### src/plfc_pkg.sv
// Package of constants and types for the program line flow control block
// Overview of operation
// RQ1 - Iterate-if-negative returns to step one when accumulator below zero, else continues.
// RQ2 - Iterate-if-nonnegative returns to step one when accumulator zero or above.
// RQ3 - Conditional iterate repeats while condition holds, then rest of line runs.
// RQ4 - Jumps act at once: end line, transfer selector two, start chosen line.
// RQ5 - Unconditional jump must be wired as the last step of its line.
// RQ6 - Unconditional jump chains at most two program lines together; the code sets no limit, a jumped-to line can jump again.
// RQ7 - Jump-if-negative at any step starts selected line when accumulator negative.
// RQ8 - Jump-if-nonnegative at any step starts selected line when accumulator not negative.
// RQ9 - Unmet conditional jump has no effect; rest of line executes.
// RQ10 - Selector two returns to normal when the jumped-to line finishes.
// RQ11 - Reader switch hands control to auxiliary reader; punches 2-3-5 in non-print.
// RQ12 - Read start reads on own reader, switching back; punches 2-3-4 in non-print.
// RQ13 - Skip tab command arms skip tab; punches 2-4-6 in non-print.
// RQ14 - Tape skip passes all codes until skip restore; punches 2-4-7 in non-print.
// RQ15 - Combined non-print and tape skip ends only on print restore.
// RQ16 - Field control on enters field punch control if switch at select; punches 2-3-4-5-7.
// RQ17 - Field control overrides key lever control; lever punches stay on.
// RQ18 - Stop halts all reading; punches 1-2-4 in non-print; print restore should follow.
// RQ19 - Functional codes seven to sixteen perform no function.
// RQ20 - Code seventeen locks keyboard where fitted; eighteen unlocks it.
// RQ21 - Tape control command must be last step, after enabling reader.
// RQ22 - Field program control command must be last step, before start actuator.
// RQ23 - Unconditional iterate returns to step one; must be last instruction.
// RQ24 - Print restore ends non-print and resumes printing, punching nothing.
// RQ25 - Steps run in order, each finishing its typewriter command first.
package plfc_pkg;

  localparam int OP_W = 5;
  localparam int ADDR_W = 5;
  localparam int STEP_W = 6;
  localparam int LINE_W = 6;

  // Operation codes
  localparam logic [OP_W-1:0] OP_OUTPUT = 5'h09;
  localparam logic [OP_W-1:0] OP_CTRL = 5'h0a;
  localparam logic [OP_W-1:0] OP_FUNC = 5'h0b;

  // Control addresses
  localparam logic [ADDR_W-1:0] A_ITER = 5'h06;
  localparam logic [ADDR_W-1:0] A_ITER_NEG = 5'h07;
  localparam logic [ADDR_W-1:0] A_ITER_POS = 5'h08;
  localparam logic [ADDR_W-1:0] A_JUMP = 5'h09;
  localparam logic [ADDR_W-1:0] A_JUMP_NEG = 5'h0a;
  localparam logic [ADDR_W-1:0] A_JUMP_POS = 5'h0b;

  // Output addresses
  localparam logic [ADDR_W-1:0] A_PRINT_RESTORE = 5'h13;
  localparam logic [ADDR_W-1:0] A_NON_PRINT = 5'h14;
  localparam logic [ADDR_W-1:0] A_PUNCH_ON = 5'h0a;
  localparam logic [ADDR_W-1:0] A_PUNCH_OFF = 5'h0b;

  // Functional addresses
  localparam logic [ADDR_W-1:0] F_AUX_READER = 5'h01;
  localparam logic [ADDR_W-1:0] F_READ_START = 5'h02;
  localparam logic [ADDR_W-1:0] F_SKIP_TAB = 5'h03;
  localparam logic [ADDR_W-1:0] F_TAPE_SKIP = 5'h04;
  localparam logic [ADDR_W-1:0] F_FIELD_ON = 5'h05;
  localparam logic [ADDR_W-1:0] F_STOP = 5'h06;
  localparam logic [ADDR_W-1:0] F_KB_LOCK = 5'h11;
  localparam logic [ADDR_W-1:0] F_KB_UNLOCK = 5'h12;
  localparam logic [ADDR_W-1:0] F_TAPE_CTRL = 5'h13;
  localparam logic [ADDR_W-1:0] F_FIELD_CTRL = 5'h14;

  // Tape channel codes, bit n-1 is channel n
  localparam logic [7:0] CODE_NONE = 8'h00;
  localparam logic [7:0] CODE_AUX_READER = 8'h16;
  localparam logic [7:0] CODE_SWITCH = 8'h0e;
  localparam logic [7:0] CODE_SKIP_TAB = 8'h2a;
  localparam logic [7:0] CODE_TAPE_SKIP = 8'h4a;
  localparam logic [7:0] CODE_FIELD_ON = 8'h5e;
  localparam logic [7:0] CODE_STOP = 8'h0b;

  // Register reset values and APB map
  localparam logic [LINE_W-1:0] LINE_RST = 6'h00;
  localparam logic [STEP_W-1:0] STEP_FIRST = 6'h00;
  localparam logic [11:0] REG_CTRL = 12'h000;
  localparam logic [11:0] REG_INSTR = 12'h004;
  localparam logic [11:0] REG_STATUS = 12'h008;
  localparam logic [11:0] REG_LINES = 12'h00c;
  localparam logic [11:0] REG_CODE = 12'h010;

  typedef struct packed {
    logic [OP_W-1:0] op;
    logic [ADDR_W-1:0] addr;
  } plfc_instr_t;

  typedef struct packed {
    logic aux_reader;
    logic reading;
    logic skip_tab;
    logic tape_skip;
    logic non_print;
    logic punch_on;
    logic field_punch_control_on;
    logic kb_locked;
    logic tape_prog;
    logic sel2;
  } plfc_state_t;

  typedef enum logic [1:0] {
    ST_IDLE = 2'b00,
    ST_DECODE = 2'b01,
    ST_WAIT = 2'b10
  } plfc_fsm_t;

endpackage : plfc_pkg

### src/plfc_typer_cmd.sv
// Typewriter command handshake: one command out, waits for done
`timescale 1ns/100ps
module plfc_typer_cmd
  import plfc_pkg::*;
(
  // Clock and reset
  input wire logic pclk,
  input wire logic presetn,
  // Request from sequencer
  input wire logic start,
  input wire logic [7:0] code_in,
  output logic busy,
  output logic done,
  // Typewriter side
  input wire logic ack_async,
  output logic cmd_valid_r,
  output logic [7:0] cmd_code_r
);
  logic ack_s1_r;
  logic ack_s2_r;
  logic ack_prev_r;

  always_ff @(posedge pclk or negedge presetn) begin
    if (!presetn) begin
      ack_s1_r <= 1'b0;
      ack_s2_r <= 1'b0;
      ack_prev_r <= 1'b0;
    end else begin
      ack_s1_r <= ack_async;
      ack_s2_r <= ack_s1_r;
      ack_prev_r <= ack_s2_r;
    end
  end

  assign done = cmd_valid_r && ack_s2_r && !ack_prev_r;
  assign busy = cmd_valid_r;

  always_ff @(posedge pclk or negedge presetn) begin
    if (!presetn) begin
      cmd_valid_r <= 1'b0;
      cmd_code_r <= CODE_NONE;
    end else if (start && !cmd_valid_r) begin
      cmd_valid_r <= 1'b1;
      cmd_code_r <= code_in;
    end else if (done) begin
      cmd_valid_r <= 1'b0;
    end
  end

endmodule : plfc_typer_cmd

### src/plfc_top.sv
// Program line flow control: sequencer, decoder, APB registers
`timescale 1ns/100ps
module plfc_top
  import plfc_pkg::*;
(
  // APB
  input wire logic pclk,
  input wire logic presetn,
  input wire logic psel,
  input wire logic penable,
  input wire logic pwrite,
  input wire logic [11:0] paddr,
  input wire logic [31:0] pwdata,
  output logic [31:0] prdata,
  output logic pready,
  output logic pslverr,
  // Typewriter pins
  input wire logic typer_ack,
  input wire logic punch_select_sw,
  input wire logic print_restore_code,
  input wire logic skip_restore_code,
  output logic typer_cmd_valid,
  output logic [7:0] typer_cmd_code,
  output plfc_state_t typer_state,
  // Program line status
  output logic [LINE_W-1:0] line_r,
  output logic [STEP_W-1:0] step_r
);
  plfc_fsm_t fsm_r;
  plfc_fsm_t fsm_nxt;
  plfc_state_t st;
  plfc_instr_t instr_r;
  logic run_r;
  logic acc_neg_r;
  logic instr_valid_r;
  logic [LINE_W-1:0] alt_line_r;
  logic jumped_r;
  logic last_step_r;
  logic sw_s1_r;
  logic sw_s2_r;
  logic pr_s1_r;
  logic pr_s2_r;
  logic sk_s1_r;
  logic sk_s2_r;
  logic [7:0] last_code_r;
  logic wr_en;
  logic rd_en;
  logic step_go;
  logic line_end;
  logic do_iter;
  logic do_jump;
  logic is_ctrl;
  logic is_func;
  logic is_out;
  logic punch_ok;
  logic [7:0] code;
  logic cmd_start;
  logic cmd_busy;
  logic cmd_done;
  logic out_go;
  logic func_go;
  logic aux_reader_r;
  logic reading_r;
  logic skip_tab_r;
  logic tape_skip_r;
  logic non_print_r;
  logic punch_on_r;
  logic field_punch_control_on_r;
  logic kb_locked_r;
  logic tape_prog_r;
  logic sel2_r;

  assign wr_en = psel && penable && pwrite;
  assign rd_en = psel && !penable && !pwrite;
  assign pready = 1'b1;
  assign pslverr = 1'b0;

  // Pin synchronisers
  always_ff @(posedge pclk or negedge presetn) begin
    if (!presetn) begin
      sw_s1_r <= 1'b0;
      sw_s2_r <= 1'b0;
      pr_s1_r <= 1'b0;
      pr_s2_r <= 1'b0;
      sk_s1_r <= 1'b0;
      sk_s2_r <= 1'b0;
    end else begin
      sw_s1_r <= punch_select_sw;
      sw_s2_r <= sw_s1_r;
      pr_s1_r <= print_restore_code;
      pr_s2_r <= pr_s1_r;
      sk_s1_r <= skip_restore_code;
      sk_s2_r <= sk_s1_r;
    end
  end

  // Instruction word from software, one per step
  always_ff @(posedge pclk or negedge presetn) begin
    if (!presetn) begin
      instr_r <= '0;
      acc_neg_r <= 1'b0;
      last_step_r <= 1'b0;
      instr_valid_r <= 1'b0;
    end else if (wr_en && paddr == REG_INSTR && !instr_valid_r) begin
      instr_r <= pwdata[OP_W+ADDR_W-1:0];
      acc_neg_r <= pwdata[16];
      last_step_r <= pwdata[17];
      instr_valid_r <= 1'b1;
    end else if (step_go) begin
      instr_valid_r <= 1'b0;
    end
  end

  always_ff @(posedge pclk or negedge presetn) begin
    if (!presetn) begin
      run_r <= 1'b0;
      alt_line_r <= LINE_RST;
    end else if (wr_en && paddr == REG_CTRL) begin
      run_r <= pwdata[0];
      alt_line_r <= pwdata[8 +: LINE_W];
    end
  end

  // Decode
  assign is_ctrl = instr_r.op == OP_CTRL;
  assign is_func = instr_r.op == OP_FUNC;
  assign is_out = instr_r.op == OP_OUTPUT;
  assign do_iter = is_ctrl && (instr_r.addr == A_ITER //RQ23
    || (instr_r.addr == A_ITER_NEG && acc_neg_r) //RQ1
    || (instr_r.addr == A_ITER_POS && !acc_neg_r)); //RQ2
  assign do_jump = is_ctrl && (instr_r.addr == A_JUMP //RQ4
    || (instr_r.addr == A_JUMP_NEG && acc_neg_r) //RQ7
    || (instr_r.addr == A_JUMP_POS && !acc_neg_r)); //RQ8
  assign punch_ok = punch_on_r && non_print_r;

  always_comb begin
    code = CODE_NONE;
    if (is_func && punch_ok) begin
      case (instr_r.addr)
        F_AUX_READER: code = CODE_AUX_READER; //RQ11
        F_READ_START: code = CODE_SWITCH; //RQ12
        F_SKIP_TAB: code = CODE_SKIP_TAB; //RQ13
        F_TAPE_SKIP: code = CODE_TAPE_SKIP; //RQ14
        F_FIELD_ON: code = CODE_FIELD_ON; //RQ16
        F_STOP: code = CODE_STOP; //RQ18
        default: code = CODE_NONE; //RQ19
      endcase
    end
  end

  // Sequencer
  always_comb begin
    fsm_nxt = fsm_r;
    cmd_start = 1'b0;
    step_go = 1'b0;
    case (fsm_r)
      ST_IDLE: if (run_r && instr_valid_r) fsm_nxt = ST_DECODE;
      ST_DECODE: begin
        cmd_start = 1'b1;
        fsm_nxt = ST_WAIT;
      end
      ST_WAIT: if (cmd_done) begin
        step_go = 1'b1; //RQ25
        fsm_nxt = ST_IDLE;
      end
      default: fsm_nxt = ST_IDLE;
    endcase
  end

  assign line_end = step_go && (do_iter || do_jump || last_step_r);

  always_ff @(posedge pclk or negedge presetn) begin
    if (!presetn) fsm_r <= ST_IDLE;
    else fsm_r <= fsm_nxt;
  end

  // Step and line tracking
  always_ff @(posedge pclk or negedge presetn) begin
    if (!presetn) begin
      step_r <= STEP_FIRST;
      line_r <= LINE_RST;
      jumped_r <= 1'b0;
    end else if (step_go) begin
      if (do_iter) begin
        step_r <= STEP_FIRST; //RQ3
      end else if (do_jump) begin
        step_r <= STEP_FIRST; //RQ4
        line_r <= alt_line_r;
        jumped_r <= 1'b1;
      end else if (last_step_r) begin
        step_r <= STEP_FIRST;
        jumped_r <= 1'b0; //RQ10
      end else begin
        step_r <= step_r + 6'h01; //RQ9
      end
    end
  end

  // Typewriter state, one flag per process
  assign out_go = step_go && is_out;
  assign func_go = step_go && is_func;

  always_ff @(posedge pclk or negedge presetn) begin
    if (!presetn) sel2_r <= 1'b0;
    else if (step_go && do_jump) sel2_r <= 1'b1; //RQ4
    else if (line_end && !do_iter && jumped_r) sel2_r <= 1'b0; //RQ10
  end

  // Set wins over a restore in the same cycle
  always_ff @(posedge pclk or negedge presetn) begin
    if (!presetn) non_print_r <= 1'b0;
    else if (out_go && instr_r.addr == A_NON_PRINT) non_print_r <= 1'b1;
    else if (out_go && instr_r.addr == A_PRINT_RESTORE) non_print_r <= 1'b0; //RQ24
    else if (pr_s2_r) non_print_r <= 1'b0; //RQ15
  end

  // Tape skip, ended by print restore, or by skip restore only outside non-print
  always_ff @(posedge pclk or negedge presetn) begin
    if (!presetn) tape_skip_r <= 1'b0;
    else if (func_go && instr_r.addr == F_TAPE_SKIP) tape_skip_r <= 1'b1; //RQ14
    else if (out_go && instr_r.addr == A_PRINT_RESTORE) tape_skip_r <= 1'b0; //RQ15
    else if (pr_s2_r) tape_skip_r <= 1'b0; //RQ15
    else if (sk_s2_r && !non_print_r) tape_skip_r <= 1'b0; //RQ14
  end

  always_ff @(posedge pclk or negedge presetn) begin
    if (!presetn) punch_on_r <= 1'b0;
    else if (out_go && instr_r.addr == A_PUNCH_ON) punch_on_r <= 1'b1;
    else if (out_go && instr_r.addr == A_PUNCH_OFF) punch_on_r <= 1'b0;
  end

  // Reader selection and reading
  always_ff @(posedge pclk or negedge presetn) begin
    if (!presetn) aux_reader_r <= 1'b0;
    else if (func_go && instr_r.addr == F_AUX_READER) aux_reader_r <= 1'b1; //RQ11
    else if (func_go && instr_r.addr == F_READ_START) aux_reader_r <= 1'b0; //RQ12
  end

  always_ff @(posedge pclk or negedge presetn) begin
    if (!presetn) reading_r <= 1'b0;
    else if (func_go && instr_r.addr == F_READ_START) reading_r <= 1'b1; //RQ12
    else if (func_go && instr_r.addr == F_STOP) reading_r <= 1'b0; //RQ18
  end

  always_ff @(posedge pclk or negedge presetn) begin
    if (!presetn) skip_tab_r <= 1'b0;
    else if (func_go && instr_r.addr == F_SKIP_TAB) skip_tab_r <= 1'b1; //RQ13
  end

  // Lever punches untouched when field control starts
  always_ff @(posedge pclk or negedge presetn) begin
    if (!presetn) begin
      field_punch_control_on_r <= 1'b0;
    end else if (func_go && instr_r.addr == F_FIELD_ON && sw_s2_r) begin
      field_punch_control_on_r <= 1'b1; //RQ16 RQ17
    end
  end

  always_ff @(posedge pclk or negedge presetn) begin
    if (!presetn) kb_locked_r <= 1'b0;
    else if (func_go && instr_r.addr == F_KB_LOCK) kb_locked_r <= 1'b1; //RQ20
    else if (func_go && instr_r.addr == F_KB_UNLOCK) kb_locked_r <= 1'b0; //RQ20
  end

  // Program control source: tape or carriage actuators
  always_ff @(posedge pclk or negedge presetn) begin
    if (!presetn) tape_prog_r <= 1'b0;
    else if (func_go && instr_r.addr == F_TAPE_CTRL) tape_prog_r <= 1'b1;
    else if (func_go && instr_r.addr == F_FIELD_CTRL) tape_prog_r <= 1'b0;
  end

  always_ff @(posedge pclk or negedge presetn) begin
    if (!presetn) last_code_r <= CODE_NONE;
    else if (cmd_start) last_code_r <= code;
  end

  assign st = {aux_reader_r, reading_r, skip_tab_r, tape_skip_r, non_print_r, punch_on_r,
    field_punch_control_on_r, kb_locked_r, tape_prog_r, sel2_r};
  assign typer_state = st;

  plfc_typer_cmd u_cmd (
    .pclk(pclk),
    .presetn(presetn),
    .start(cmd_start),
    .code_in(code),
    .busy(cmd_busy),
    .done(cmd_done),
    .ack_async(typer_ack),
    .cmd_valid_r(typer_cmd_valid),
    .cmd_code_r(typer_cmd_code)
  );

  // Read data
  always_ff @(posedge pclk or negedge presetn) begin
    if (!presetn) begin
      prdata <= 32'h0;
    end else if (rd_en) begin
      case (paddr)
        REG_CTRL: prdata <= {16'h0, 2'h0, alt_line_r, 7'h0, run_r};
        REG_INSTR: prdata <= {14'h0, last_step_r, acc_neg_r, 5'h0, instr_valid_r,
                              instr_r};
        REG_STATUS: prdata <= {20'h0, cmd_busy, fsm_r != ST_IDLE, st};
        REG_LINES: prdata <= {16'h0, 2'h0, line_r, 2'h0, step_r};
        REG_CODE: prdata <= {24'h0, last_code_r};
        default: prdata <= 32'h0;
      endcase
    end
  end

endmodule : plfc_top

### config.mk
export PLATFORM = sky130hd
export DESIGN_NAME = plfc_top
export DESIGN_NICKNAME = d
export VERILOG_FILES = /design/src/plfc_pkg.sv /design/src/plfc_typer_cmd.sv /design/src/plfc_top.sv
export SDC_FILE = /design/constraint.sdc
export NUM_CORES = 1
export LEC_CHECK = 0
export BUFFER_PORTS_ARGS = -buffer_cell sky130_fd_sc_hd__buf_2
export CORE_MARGIN = 2
export CORE_UTILIZATION = 52
export CTS_CLUSTER_DIAMETER = 30
export CTS_CLUSTER_SIZE = 14
export DETAILED_ROUTE_END_ITERATION = 12
export PLACE_DENSITY = 0.83
export SYNTH_ARGS = -nofsm -noshare
export SYNTH_HDL_FRONTEND = slang
export SYNTH_SLANG_ARGS = --single-unit
### constraint.sdc
create_clock -name pclk -period 2.8 [get_ports pclk]
set_clock_uncertainty 0.15 [all_clocks]
set_input_delay 0.7 -clock pclk [delete_from_list [all_inputs] [get_ports pclk]]
set_output_delay 0.7 -clock pclk [all_outputs]
set_load 0.01 [all_outputs]
Word level (Yosys, flattened, before mapping)
Cells that the tools add are included.
Word-level totals
  flip-flop bits (word level): 103
  bits of input ports: 53
Operators by class
  $add $sub $neg: 1
  bitwise operators: 1
  equal/unequal tests: 26
  muxes and demuxes: 37
  reduce and logical (&&, ||, !) cells: 72
Operator list (count)
  one-hot mux 18 bit (5 select lines): 1
  one-hot mux 7 bit (6 select lines): 1
  logical AND 1 bit: 41
  equality test 5 x 4 -> 1 bit (second input constant): 7
  two-way mux 1 bit: 28
  equality test 12 x 4 -> 1 bit (second input constant): 2
  equality test 5 x 3 -> 1 bit (second input constant): 4
  equality test 5 bit (second input constant): 4
  nonzero test 2 bit: 10
  two-way mux 6 bit: 3
  equality test 12 x 3 -> 1 bit (second input constant): 1
  equality test 12 x 5 -> 1 bit (second input constant): 1
  zero test 12 bit: 1
  equality test 5 x 2 -> 1 bit (second input constant): 2
  zero test 1 bit: 8
  two-way mux 8 bit: 1
  adder 6 x 1 -> 6 bit (second input constant): 1
  logical OR 1 bit: 6
  one-hot mux 2 bit (3 select lines): 1
  AND reduction 3 bit: 2
  equality test 5 x 1 -> 1 bit (second input constant): 1
  two-way mux 2 bit: 2
  inequality test 2 bit (second input constant): 2
  nonzero test 4 bit: 1
  6 further kinds: 6

Depth between registers and ports, before layout
Gate-level depths: netlist of run 1.
  word-level depth: 12
  depth in mapped cells: 7

Modules after synthesis
Synthesis of run 1 repeated with hierarchy kept, for this count alone.
Unflattened totals
  cell total of the unflattened synthesis: 400
  area total of the unflattened synthesis: 4362.9 um^2
Modules (own cells, without submodules)
  plfc_top: instances 1, area an instance 3897.5 um^2, cells each 374
  plfc_typer_cmd: instances 1, area an instance 465.4 um^2, cells each 26

Worst setup path before layout of run 1
OpenSTA, ideal clock, no wires.
  path type: input to register
  start point: input port paddr[9]
  end point: register instr_r[0] in the netlist's numbering
  buffers on the path: 1
  stages: 6
  path slack: 581 ps
  arrival time: 1945 ps
  library setup time: 125 ps
  cells stage by stage: nor4_1 > nand3_1 > nor2_1 > nand3_1 > buf_2 > mux2_2
Between the ends
  cells in the longest elaborated chain, start to end: 3
RTL lines
  from (decl): line plfc_top.sv:12  | input wire logic [11:0] paddr,
  equality test 12 x 3 -> 1 bit: line plfc_top.sv:104  | end else if (wr_en && paddr == REG_INSTR && !instr_valid_r) begin
  logical AND 1 bit (2 in a row): line plfc_top.sv:104
  to (signal assigned): line plfc_top.sv:105  | instr_r <= pwdata[OP_W+ADDR_W-1:0];
  to (decl): line plfc_top.sv:32  | plfc_instr_t instr_r;
No other way between the ends.
A chain may end at the register's enable or synchronous reset.

Final worst setup path of run 1
  start point: register instr_r[0] in the netlist's numbering
  end point: register step_r[0]
Between the ends
  cells in the longest elaborated chain, start to end: 7
  elaborated cells on any way between the ends: 18
  those cells by class: 6 x eq/ne; 2 x mux; 10 x reduce/logical
RTL lines
  equality test 5 x 4 -> 1 bit: line plfc_top.sv:132  | || (instr_r.addr == A_JUMP_NEG && acc_neg_r)
  logical AND 1 bit: line plfc_top.sv:132
  logical OR 1 bit: line plfc_top.sv:132
  logical OR 1 bit: line plfc_top.sv:133  | || (instr_r.addr == A_JUMP_POS && !acc_neg_r));
  logical AND 1 bit: line plfc_top.sv:131  | assign do_jump = is_ctrl && (instr_r.addr == A_JUMP
  two-way mux 6 bit: line plfc_top.sv:186  | end else if (do_jump) begin
  two-way mux 6 bit (*): line plfc_top.sv:184  | if (do_iter) begin
  to (signal assigned): line plfc_top.sv:194  | step_r <= step_r + 6'h01;
  to (decl): line plfc_top.sv:27  | output logic [STEP_W-1:0] step_r
Every way passes the cells marked *; elsewhere a longest branch is shown, timed or not.

==> flow_metrics.py, run 1 <==
metrics = {
    "clock_network": {
        "ctsHoldBuffers": 0,
        "htree_levels": 3,
        "cts.path.max_buffers": 2,
        "cts_buffers": 9,
        "cts_tree": "yes",
        "root_buffer": "clkbuf_8",
        "clkSinkCount": 85,
        "cts_setup_buffers": 0,
        "clk_latency_ps": 370,
        "clkTransAtPathRegs_ps": 80,
        "cts_resized": 0,
    },
    "route": {
        "wl_per_cell_um": 17.1,
        "drcViolationCount": 0,
        "route.vias.total": 3132,
        "drtPass1Iterations": 4,
        "viasPerCell": 5.66,
        "antenna_left": 0,
        "wirelength_um": 9470,
        "drt-initial-drc-count": 329,
    },
    "synthesis": {
        "synthesis.area_sq_um": 4080,
        "seq_area_frac_synth_pct": 52.1,
        "synth.distinct_cells": 54,
        "synthTopCellsByArea": "dfrtp_1, mux2_2, buf_4",
        "synthArstFlopShare_pct": 100,
        "ys_ff_latch": 85,
        "syn_inst": 375,
        "synth_edf_count": 0,
        "netlist.area_leader.share_pct": 52.1,
        "yosysWarningCount": 0,
        "yosys-top-cells-count": "dfrtp_1, nand2_1, o21ai_0",
        "syn_avg_cell_area_sq_um": 10.9,
        "yosys.area.top_type": "dfrtp_1",
        "synthFlopType": "dfrtp_1",
        "yosysMostFrequentCell": "dfrtp_1",
    },
    "floorplan": {
        "die_x_um": 92.6,
        "pin_count": 118,
        "die_h_um": 92.6,
        "core-area_sq_um": 7650,
        "rows": 32,
        "fp.dieArea_sq_um": 8570,
        "initial_core_util_pct": 53.4,
    },
    "power": {
        "swShare_pct": 24.2,
        "clkPwrFrac_pct": 36.1,
        "p_comb_share_pct": 4.8,
        "p_leak_nw": 2.30,
        "p_int_w": 0.00159,
        "p_seq_share_pct": 59.1,
        "total_power_w": 0.00209,
        "power_switching_w": 0.000505,
        "ir_drop_mv": 0.246,
        "powerDensity_nw_per_um2": 453,
    },
    "run_status": {
        "status": "completed",
    },
    "timing": {
        "fin_tns_setup_ps": 0,
        "clock.fmax_mhz": 415,
        "rsz0062_at_grt": "no",
        "final-hold-violation-count": 0,
        "finalCritPeriodShare_pct": 86.1,
        "finalCriticalPeriod_ps": 2410,
        "slew_headroom_pct": 54.6,
        "setup_viol": 0,
        "worst_pin_slew_ps": 678,
        "slew_violations": 0,
    },
    "hold_path": {
        "hp-class": "in2async",
    },
    "global_routing": {
        "grt_pass1_vias": 3044,
        "grt_usage_pct": 23.5,
        "grt_start_max_net_pins": 40,
        "globalRouteOverflowTotal": 0,
        "grt_pass1_wl_um": 15400,
        "antenna_found_initial": 0,
    },
    "flow_run": {
        "drv_cap": 0,
    },
    "layout": {
        "insertedDiodeCount": 0,
        "instances_no_fill": 553,
        "seq_area_sq_um": 2130,
        "drive_above_1_share_pct": 31.7,
        "fin_util_pct": 60.4,
        "fill_cells": 647,
        "multi_input_area_sq_um": 1700,
        "final_nets": 500,
        "area_growth_pct": 13.2,
    },
    "placed_design": {
        "globalplace.congestion": 0.879,
        "dpl.hpwl_um": 7100,
        "numPortBuffers": 82,
        "dp_cells": 537,
    },
    "setup_path": {
        "cp_max_fo": 15,
        "end_kind": "register",
        "cp-start-kind": "register",
        "ff2ff_setup_slack_ps": 390,
        "ff2ff_path_depth": 5,
        "critical_path_class": "reg2reg",
        "r2r_start": "instr_r[0]",
        "worstPathRequired_ps": 2880,
        "critical_path_arrival_ps": 2490,
        "reg2reg_to": "step_r[0]",
    },
}
[worst max-delay path, stage by stage, from the launching register on]
cell	delay, ps
dfrtp_1	650
nand2b_1	360
o2111ai_1	150
a31oi_1	600
nand2b_1	250
o21ai_0	110
[flip-flops by register name, summed over array words and instances, names as in the netlist, 2 cells and up]
signal / count
alt_line_r: 6
fsm_r: 2
instr_r: 10
last_code_r: 7
line_r: 6
prdata: 16
step_r: 6
u_cmd.cmd_code_r: 7
[layer usage]
layer | share of wire [%] | GRT usage (%) | routed length (um)
met1 | 40 | 31.5 | 3790
met3 | 7.7 | 3.66 | 731
met4 | 2.1 | 10.8 | 199
met2 | 50 | 37.8 | 4740
met5 | 0 | 0 | 0
[kinds of logic after synthesis]
| group | Yosys count | synth area share (%) |
|---|---|---|
| AND/OR/NAND/NOR | 117 | 15.5 |
| flip-flops | 85 | 52.1 |
| AO/OA/AOI/OAI | 83 | 13.8 |
| buffers and inverters | 52 | 7.73 |
| multiplexers | 34 | 10.2 |
| other | 2 | 0.184 |
| adder cells (fa/ha/maj) | 1 | 0.307 |
| XOR/XNOR | 1 | 0.215 |
[worst max-delay path by stage]
stage,end,startpoint,depth (start not counted),slack [ps]
final,step_r[0],instr_r[0],5,390
after detailed placement,instr_r[7],paddr[9],7,400
after floorplan,instr_r[0],paddr[9],6,580
after global routing,step_r[0],instr_r[1],5,250
after global placement,instr_r[1],paddr[9],7,410
after CTS,line_r[3],u_cmd.busy,4,430
[final cells by class]
cell class	count	share of cell area [%]
Multi-Input combinational cell	255	36.8
Timing Repair Buffer	90	10.5
Inverter	5	0.406
Tap cell	102	2.76
Clock buffer	12	2.92
Clock inverter	4	0.542
Sequential cell	85	46.0
[through the flow]
stage                     instance area, sq um  hold WS [ps]  setup WS (ps)
after detailed placement                  4460           185            403
after floorplan                           4140           181            581
after global routing                      4620           186            254
final                                     4620           146            389
after global placement                    4460           183            414
after CTS                                 4620           165            428
[power by group through the flow]
| stage | Clock [W] | Sequential (W) | Combinational, W |
|---|---|---|---|
| after floorplan | 0 | 0.00126 | 0.0000557 |
| after global placement | 0 | 0.00126 | 0.0000968 |
| after detailed placement | 0 | 0.00126 | 0.000101 |
| after CTS | 0.000753 | 0.00124 | 0.000102 |
| after global routing | 0.000814 | 0.00124 | 0.000113 |
| final | 0.000755 | 0.00124 | 0.000100 |
[cells in the final DEF, fill, tap and decap left out, types with 2 or more instances in the layout]
cell,instances
dfrtp_1,85
buf_2,81
nand2_1,45
o21ai_0,33
mux2_2,30
conb_1,19
nor2_1,12
nand3_1,10
nand2b_1,9
a22oi_1,9
clkbuf_8,9
a22o_1,8
o31ai_1,8
buf_4,8
nor3_1,7
nor2b_1,7
o41ai_1,5
a21oi_1,5
inv_1,5
or3_1,3
a32o_1,3
mux4_2,3
o2bb2ai_1,3
clkbuf_1,3
nand4_1,2
or2_2,2
nor4_1,2
nand4b_1,2
and3_1,2
nand3b_1,2
clkinvlp_4,2
clkinv_2,2
Note: power is estimated with default switching activity, not from simulation.
==> run 2: changes to the inputs <==
--- a/config.mk
+++ b/config.mk
@@ -7,11 +7,12 @@
 export LEC_CHECK = 0
 export BUFFER_PORTS_ARGS = -buffer_cell sky130_fd_sc_hd__buf_2
 export CORE_MARGIN = 2
-export CORE_UTILIZATION = 52
+export CORE_UTILIZATION = 54
+export CTS_BUF_LIST = sky130_fd_sc_hd__clkbuf_4
 export CTS_CLUSTER_DIAMETER = 30
 export CTS_CLUSTER_SIZE = 14
 export DETAILED_ROUTE_END_ITERATION = 12
-export PLACE_DENSITY = 0.83
+export PLACE_DENSITY = 0.86
 export SYNTH_ARGS = -nofsm -noshare
 export SYNTH_HDL_FRONTEND = slang
 export SYNTH_SLANG_ARGS = --single-unit
==> run 2 against run 1 <==
Compared with the run above:
- utilization grew 2.7 points
- routed wire length is 1.8% lower
- via count grew 2.3%
- cell count decreased by 0.36%
- count of clock-buffer cells in the layout rose by 1
- fmax up 0.79%
- first-iteration DRC count decreased by 2.1%
==> flow_metrics.py, run 2 (synthesized netlist as in run 1, its figures left out) <==
metrics = {
    "floorplan": {
        "die_x_um": 90.9,
        "pin_count": 118,
        "core-area_sq_um": 7290,
        "die_h_um": 90.9,
        "fp.dieArea_sq_um": 8270,
        "initial_core_util_pct": 56.0,
        "rows": 31,
    },
    "clock_network": {
        "ctsHoldBuffers": 0,
        "clk_latency_ps": 420,
        "clkTransAtPathRegs_ps": 130,
        "root_buffer": "clkbuf_4",
        "htree_levels": 3,
        "clkSinkCount": 85,
        "cts_buffers": 9,
        "cts_resized": 0,
        "cts_setup_buffers": 0,
        "cts.path.max_buffers": 2,
        "cts_tree": "yes",
    },
    "timing": {
        "final-hold-violation-count": 0,
        "worst_pin_slew_ps": 652,
        "slew_headroom_pct": 56.3,
        "rsz0062_at_grt": "no",
        "fin_tns_setup_ps": 0,
        "fin_ws_ps": 407,
        "slew_violations": 0,
        "setup_viol": 0,
        "clock.fmax_mhz": 418,
        "finalCriticalPeriod_ps": 2390,
        "finalCritPeriodShare_pct": 85.5,
    },
    "layout": {
        "drive_above_1_share_pct": 32.5,
        "final_nets": 502,
        "final_cell_mix": "dfrtp_1, buf_2, nand2_1, o21ai_0, mux2_2",
        "area_growth_pct": 12.8,
        "insertedDiodeCount": 0,
        "final_common_cell": "dfrtp_1",
        "largest_reg_flops": 16,
        "top_regs": "prdata x16, instr_r x10",
        "fill_cells": 599,
        "regMostFlops": "prdata",
    },
    "global_routing": {
        "globalRouteOverflowTotal": 0,
        "grt_pass1_wl_um": 15200,
        "grt_pass1_vias": 3037,
        "grt_usage_pct": 23.3,
        "antenna_found_initial": 0,
        "grt_start_max_net_pins": 45,
    },
    "setup_path": {
        "ff2ff_setup_slack_ps": 410,
        "r2r_start": "u_cmd.busy",
        "reg2reg_to": "line_r[3]",
        "cp-start-kind": "register",
        "critical_path_arrival_ps": 2560,
        "end_kind": "register",
        "critical_path_class": "reg2reg",
        "worstPathRequired_ps": 2960,
        "ff2ff_path_depth": 4,
        "cp_max_fo": 8,
    },
    "hold_path": {
        "hp-class": "in2async",
    },
    "placed_design": {
        "dpl.hpwl_um": 6810,
        "pre_cts_ws_ps": 395,
        "globalplace.congestion": 0.916,
        "numPortBuffers": 82,
    },
    "power": {
        "powerDensity_nw_per_um2": 440,
        "p_leak_nw": 2.31,
        "ir_drop_mv": 0.264,
    },
    "route": {
        "antenna_left": 0,
        "drt-initial-drc-count": 322,
        "viasPerCell": 5.82,
        "wirelength_um": 9300,
        "drtPass1Iterations": 5,
        "drcViolationCount": 0,
        "route.vias.total": 3205,
        "wl_per_cell_um": 16.9,
    },
    "flow_run": {
        "drv_cap": 0,
    },
    "run_status": {
        "status": "completed",
    },
}
run 2: changes by cell type in the layout (fill, tap and decap cells not counted):
cell | before | now
clkbuf_4 | 0 | 13
clkbuf_8 | 9 | 0
clkbuf_1 | 3 | 0
buf_4 | 8 | 10
clkinvlp_4 | 2 | 0
bufinv_16 | 0 | 1
clkinv_2 | 2 | 1
run 2: layout make-up:
| type | instances | area [sq um] | share of cell area [%] |
|---|---|---|---|
| repair buffers | 92 | 500 | 10.9 |
| clock inverters | 2 | 35.0 | 0.761 |
| inverters | 5 | 18.8 | 0.408 |
| multi-input cells | 255 | 1700 | 37.0 |
| well taps | 99 | 124 | 2.69 |
| clock buffers | 13 | 97.6 | 2.12 |
| flip-flops and latches | 85 | 2130 | 46.2 |
run 2: routing by layer:
layer / track usage [%] / up-vias / part of all wire (%)
li1: - / 1456 / -
met1: 31.7 / 1560 / 42
met2: 37.4 / 173 / 48
met3: 3.92 / 16 / 7.5
met4: 9.47 / 0 / 2.5
met5: 0 / - / 0
run 2: how the worst max path moves through the flow:
stage	slack, ps	depth (start not counted)	start	to
floorplan	580	6	paddr[9]	instr_r[0]
global route	320	4	u_cmd.busy	line_r[5]
global placement	450	6	paddr[2]	alt_line_r[3]
finish	410	4	u_cmd.busy	line_r[3]
CTS	430	4	u_cmd.busy	line_r[3]
detailed placement	390	7	paddr[9]	instr_r[8]
run 2: metrics by stage:
step | instances | total power (W) | instance area [sq um] | util, % | hold WS, ps
6_report | 551 | 0.00202 | 4600 | 63.1 | 103
5_1_grt | 551 | 0.00210 | 4600 | 63.1 | 125
4_1_cts | 551 | 0.00204 | 4600 | 63.1 | 107
3_5_place_dp | 536 | 0.00136 | 4470 | 61.3 | 187
3_3_place_gp | 536 | 0.00136 | 4470 | 61.3 | 183
2_1_floorplan | 392 | 0.00132 | 4140 | - | 181
run 2: worst max-delay path, stage by stage, from the launching register on:
cell	delay, ps
dfrtp_1	510
nand3b_4	140
or2_0	440
nor4b_4	660
mux2_2	400
run 2: where the power goes:
part           internal, W  leakage, nW  switching [W]
clock network     0.000308       0.0779       0.000380
registers          0.00123         1.16     0.00000342
logic            0.0000314         1.07      0.0000664
total              0.00157         2.31       0.000450
==> run 3: changes to the inputs <==
--- a/config.mk
+++ b/config.mk
@@ -5,9 +5,10 @@
 export SDC_FILE = /design/constraint.sdc
 export NUM_CORES = 1
 export LEC_CHECK = 0
+export ABC_AREA = 1
 export BUFFER_PORTS_ARGS = -buffer_cell sky130_fd_sc_hd__buf_2
 export CORE_MARGIN = 2
-export CORE_UTILIZATION = 54
+export CORE_UTILIZATION = 55
 export CTS_BUF_LIST = sky130_fd_sc_hd__clkbuf_4
 export CTS_CLUSTER_DIAMETER = 30
 export CTS_CLUSTER_SIZE = 14
==> run 3 against run 2 <==
Compared with the run above:
- non-clock buffer count fell by 7
- critical path depth fell by 3
- global-route usage rose by 1.4 points
- critical path type is now reg2out
- critical endpoint is now step_r[0]
- largest power group unchanged
==> flow_metrics.py, run 3 <==
metrics = {
    "floorplan": {
        "pin_count": 118,
        "die_x_um": 94.2,
        "core-area_sq_um": 7810,
        "die_h_um": 94.2,
        "fp.dieArea_sq_um": 8870,
        "initial_core_util_pct": 57.3,
        "rows": 32,
    },
    "power": {
        "powerDensity_nw_per_um2": 416,
        "ir_drop_mv": 0.239,
        "p_leak_nw": 2.63,
    },
    "setup_path": {
        "worstPathRequired_ps": 1950,
        "critical_path_arrival_ps": 1110,
        "slowest_stage": "dfrtp_1",
        "path_delay_family": "flip-flops",
        "end_kind": "output port",
        "path_cells": "buf_2",
        "r2r_start": "instr_r[1]",
        "ff2ff_path_depth": 9,
        "ff2ff_setup_slack_ps": 910,
        "reg2reg_to": "line_r[5]",
        "path_buf_inv": 1,
        "cp_slowest_stage_delay_ps": 480,
        "critical_path_class": "reg2out",
        "cp-start-kind": "register",
        "crit_cells": 1,
        "cp_max_fo": 6,
    },
    "layout": {
        "regMostFlops": "prdata",
        "final_common_cell": "nand2_1",
        "multi_input_area_sq_um": 1860,
        "area_growth_pct": 10.4,
        "fill_cells": 683,
        "final_cell_mix": "nand2_1, dfrtp_1, buf_2, nand3_1, inv_1",
        "seq_area_sq_um": 2130,
        "final_nets": 668,
        "drive_above_1_share_pct": 25.2,
        "largest_reg_flops": 16,
        "top_regs": "prdata x16, instr_r x10",
    },
    "clock_network": {
        "cts_setup_buffers": 0,
        "cts_tree": "yes",
        "clkTransAtPathRegs_ps": 130,
        "clkSinkCount": 85,
        "ctsHoldBuffers": 0,
        "cts.path.max_buffers": 2,
        "clk_latency_ps": 450,
        "cts_buffers": 9,
        "root_buffer": "clkbuf_4",
        "htree_levels": 3,
        "cts_resized": 0,
    },
    "synthesis": {
        "synthTopCellsByArea": "dfrtp_1, nand2_1, nand3_1",
        "seq_area_frac_synth_pct": 47.6,
        "yosys.area.top_type": "dfrtp_1",
        "synth_edf_count": 0,
        "yosys-top-cells-count": "nand2_1, dfrtp_1, nand3_1",
        "synth.distinct_cells": 36,
        "yosysWarningCount": 0,
        "syn_avg_cell_area_sq_um": 8.22,
        "syn_inst": 544,
        "ys_ff_latch": 85,
        "synthArstFlopShare_pct": 100,
        "netlist.area_leader.share_pct": 47.6,
        "synthFlopType": "dfrtp_1",
        "synthesis.area_sq_um": 4470,
        "yosysMostFrequentCell": "nand2_1",
    },
    "timing": {
        "hold_slack_ps": 50.3,
        "clock.fmax_mhz": 510,
        "worst_pin_slew_ps": 625,
        "rsz0062_at_grt": "no",
        "finalCritPeriodShare_pct": 70.0,
        "fin_tns_setup_ps": 0,
        "finalCriticalPeriod_ps": 1960,
        "setup_viol": 0,
        "final-hold-violation-count": 0,
        "slew_headroom_pct": 58.2,
        "slew_violations": 0,
    },
    "route": {
        "wl_per_cell_um": 14.2,
        "viasPerCell": 5.28,
        "drtPass1Iterations": 5,
        "drt-initial-drc-count": 263,
        "antenna_left": 0,
        "wirelength_um": 10300,
        "route.vias.total": 3810,
        "drcViolationCount": 0,
    },
    "placed_design": {
        "globalplace.congestion": 0.917,
        "numPortBuffers": 82,
        "dpl.hpwl_um": 7840,
    },
    "hold_path": {
        "hp-class": "in2async",
    },
    "global_routing": {
        "globalRouteOverflowTotal": 0,
        "antenna_found_initial": 1,
        "grt_pass1_vias": 3463,
        "grt_usage_pct": 24.7,
        "grt_start_max_net_pins": 45,
        "grt_pass1_wl_um": 16600,
    },
    "run_status": {
        "status": "completed",
    },
    "flow_run": {
        "drv_cap": 0,
    },
}
-- run 3: metrics by stage --
step	util, %	total power, W	worst slack (ps)	instance area (sq um)	instances
floorplan	-	0.00133	907	4530	561
detailed placement	61.4	0.00137	440	4790	705
finish	63.2	0.00206	840	4930	722
CTS	63.2	0.00207	835	4930	721
global placement	61.4	0.00137	514	4790	705
global route	63.2	0.00214	699	4930	722
-- run 3: worst max-delay path by stage --
stage	start	end
detailed placement	paddr[11]	alt_line_r[5]
global placement	paddr[11]	alt_line_r[3]
finish	step_r[0]	step_r[0]
floorplan	paddr[7]	instr_r[0]
global route	paddr[11]	alt_line_r[4]
CTS	step_r[1]	step_r[1]
-- run 3: final cells by class --
type / instances / area share, %
Inverter: 61 / 4.69
Multi-Input combinational cell: 372 / 37.7
Sequential cell: 85 / 43.1
Tap cell: 102 / 2.59
Timing Repair Buffer: 85 / 9.08
Clock inverter: 6 / 1.27
Clock buffer: 10 / 1.52
Antenna cell: 1 / 0.0507
-- run 3: logic make-up after synthesis --
family,share of synthesized area (%)
flops,47.6
fa+ha+maj,0.280
xor+xnor,0.588
buf+inv,12.2
compound gates,9.71
other cells,0.168
simple gates,29.4
-- run 3: routing by layer --
metal / wire length (um) / vias up / track usage, %
met5: 0 / - / 0
met2: 4860 / 161 / 38.0
met1: 4470 / 1780 / 33.8
li1: - / 1850 / -
met3: 700 / 19 / 5.06
met4: 221 / 0 / 10.9
-- run 3: report_power, final --
group | switching (W) | total, W | leakage, nW | internal, W
registers | 0.00000460 | 0.00124 | 1.14 | 0.00124
clock network | 0.000425 | 0.000706 | 0.0704 | 0.000280
logic | 0.0000747 | 0.000108 | 1.43 | 0.0000332
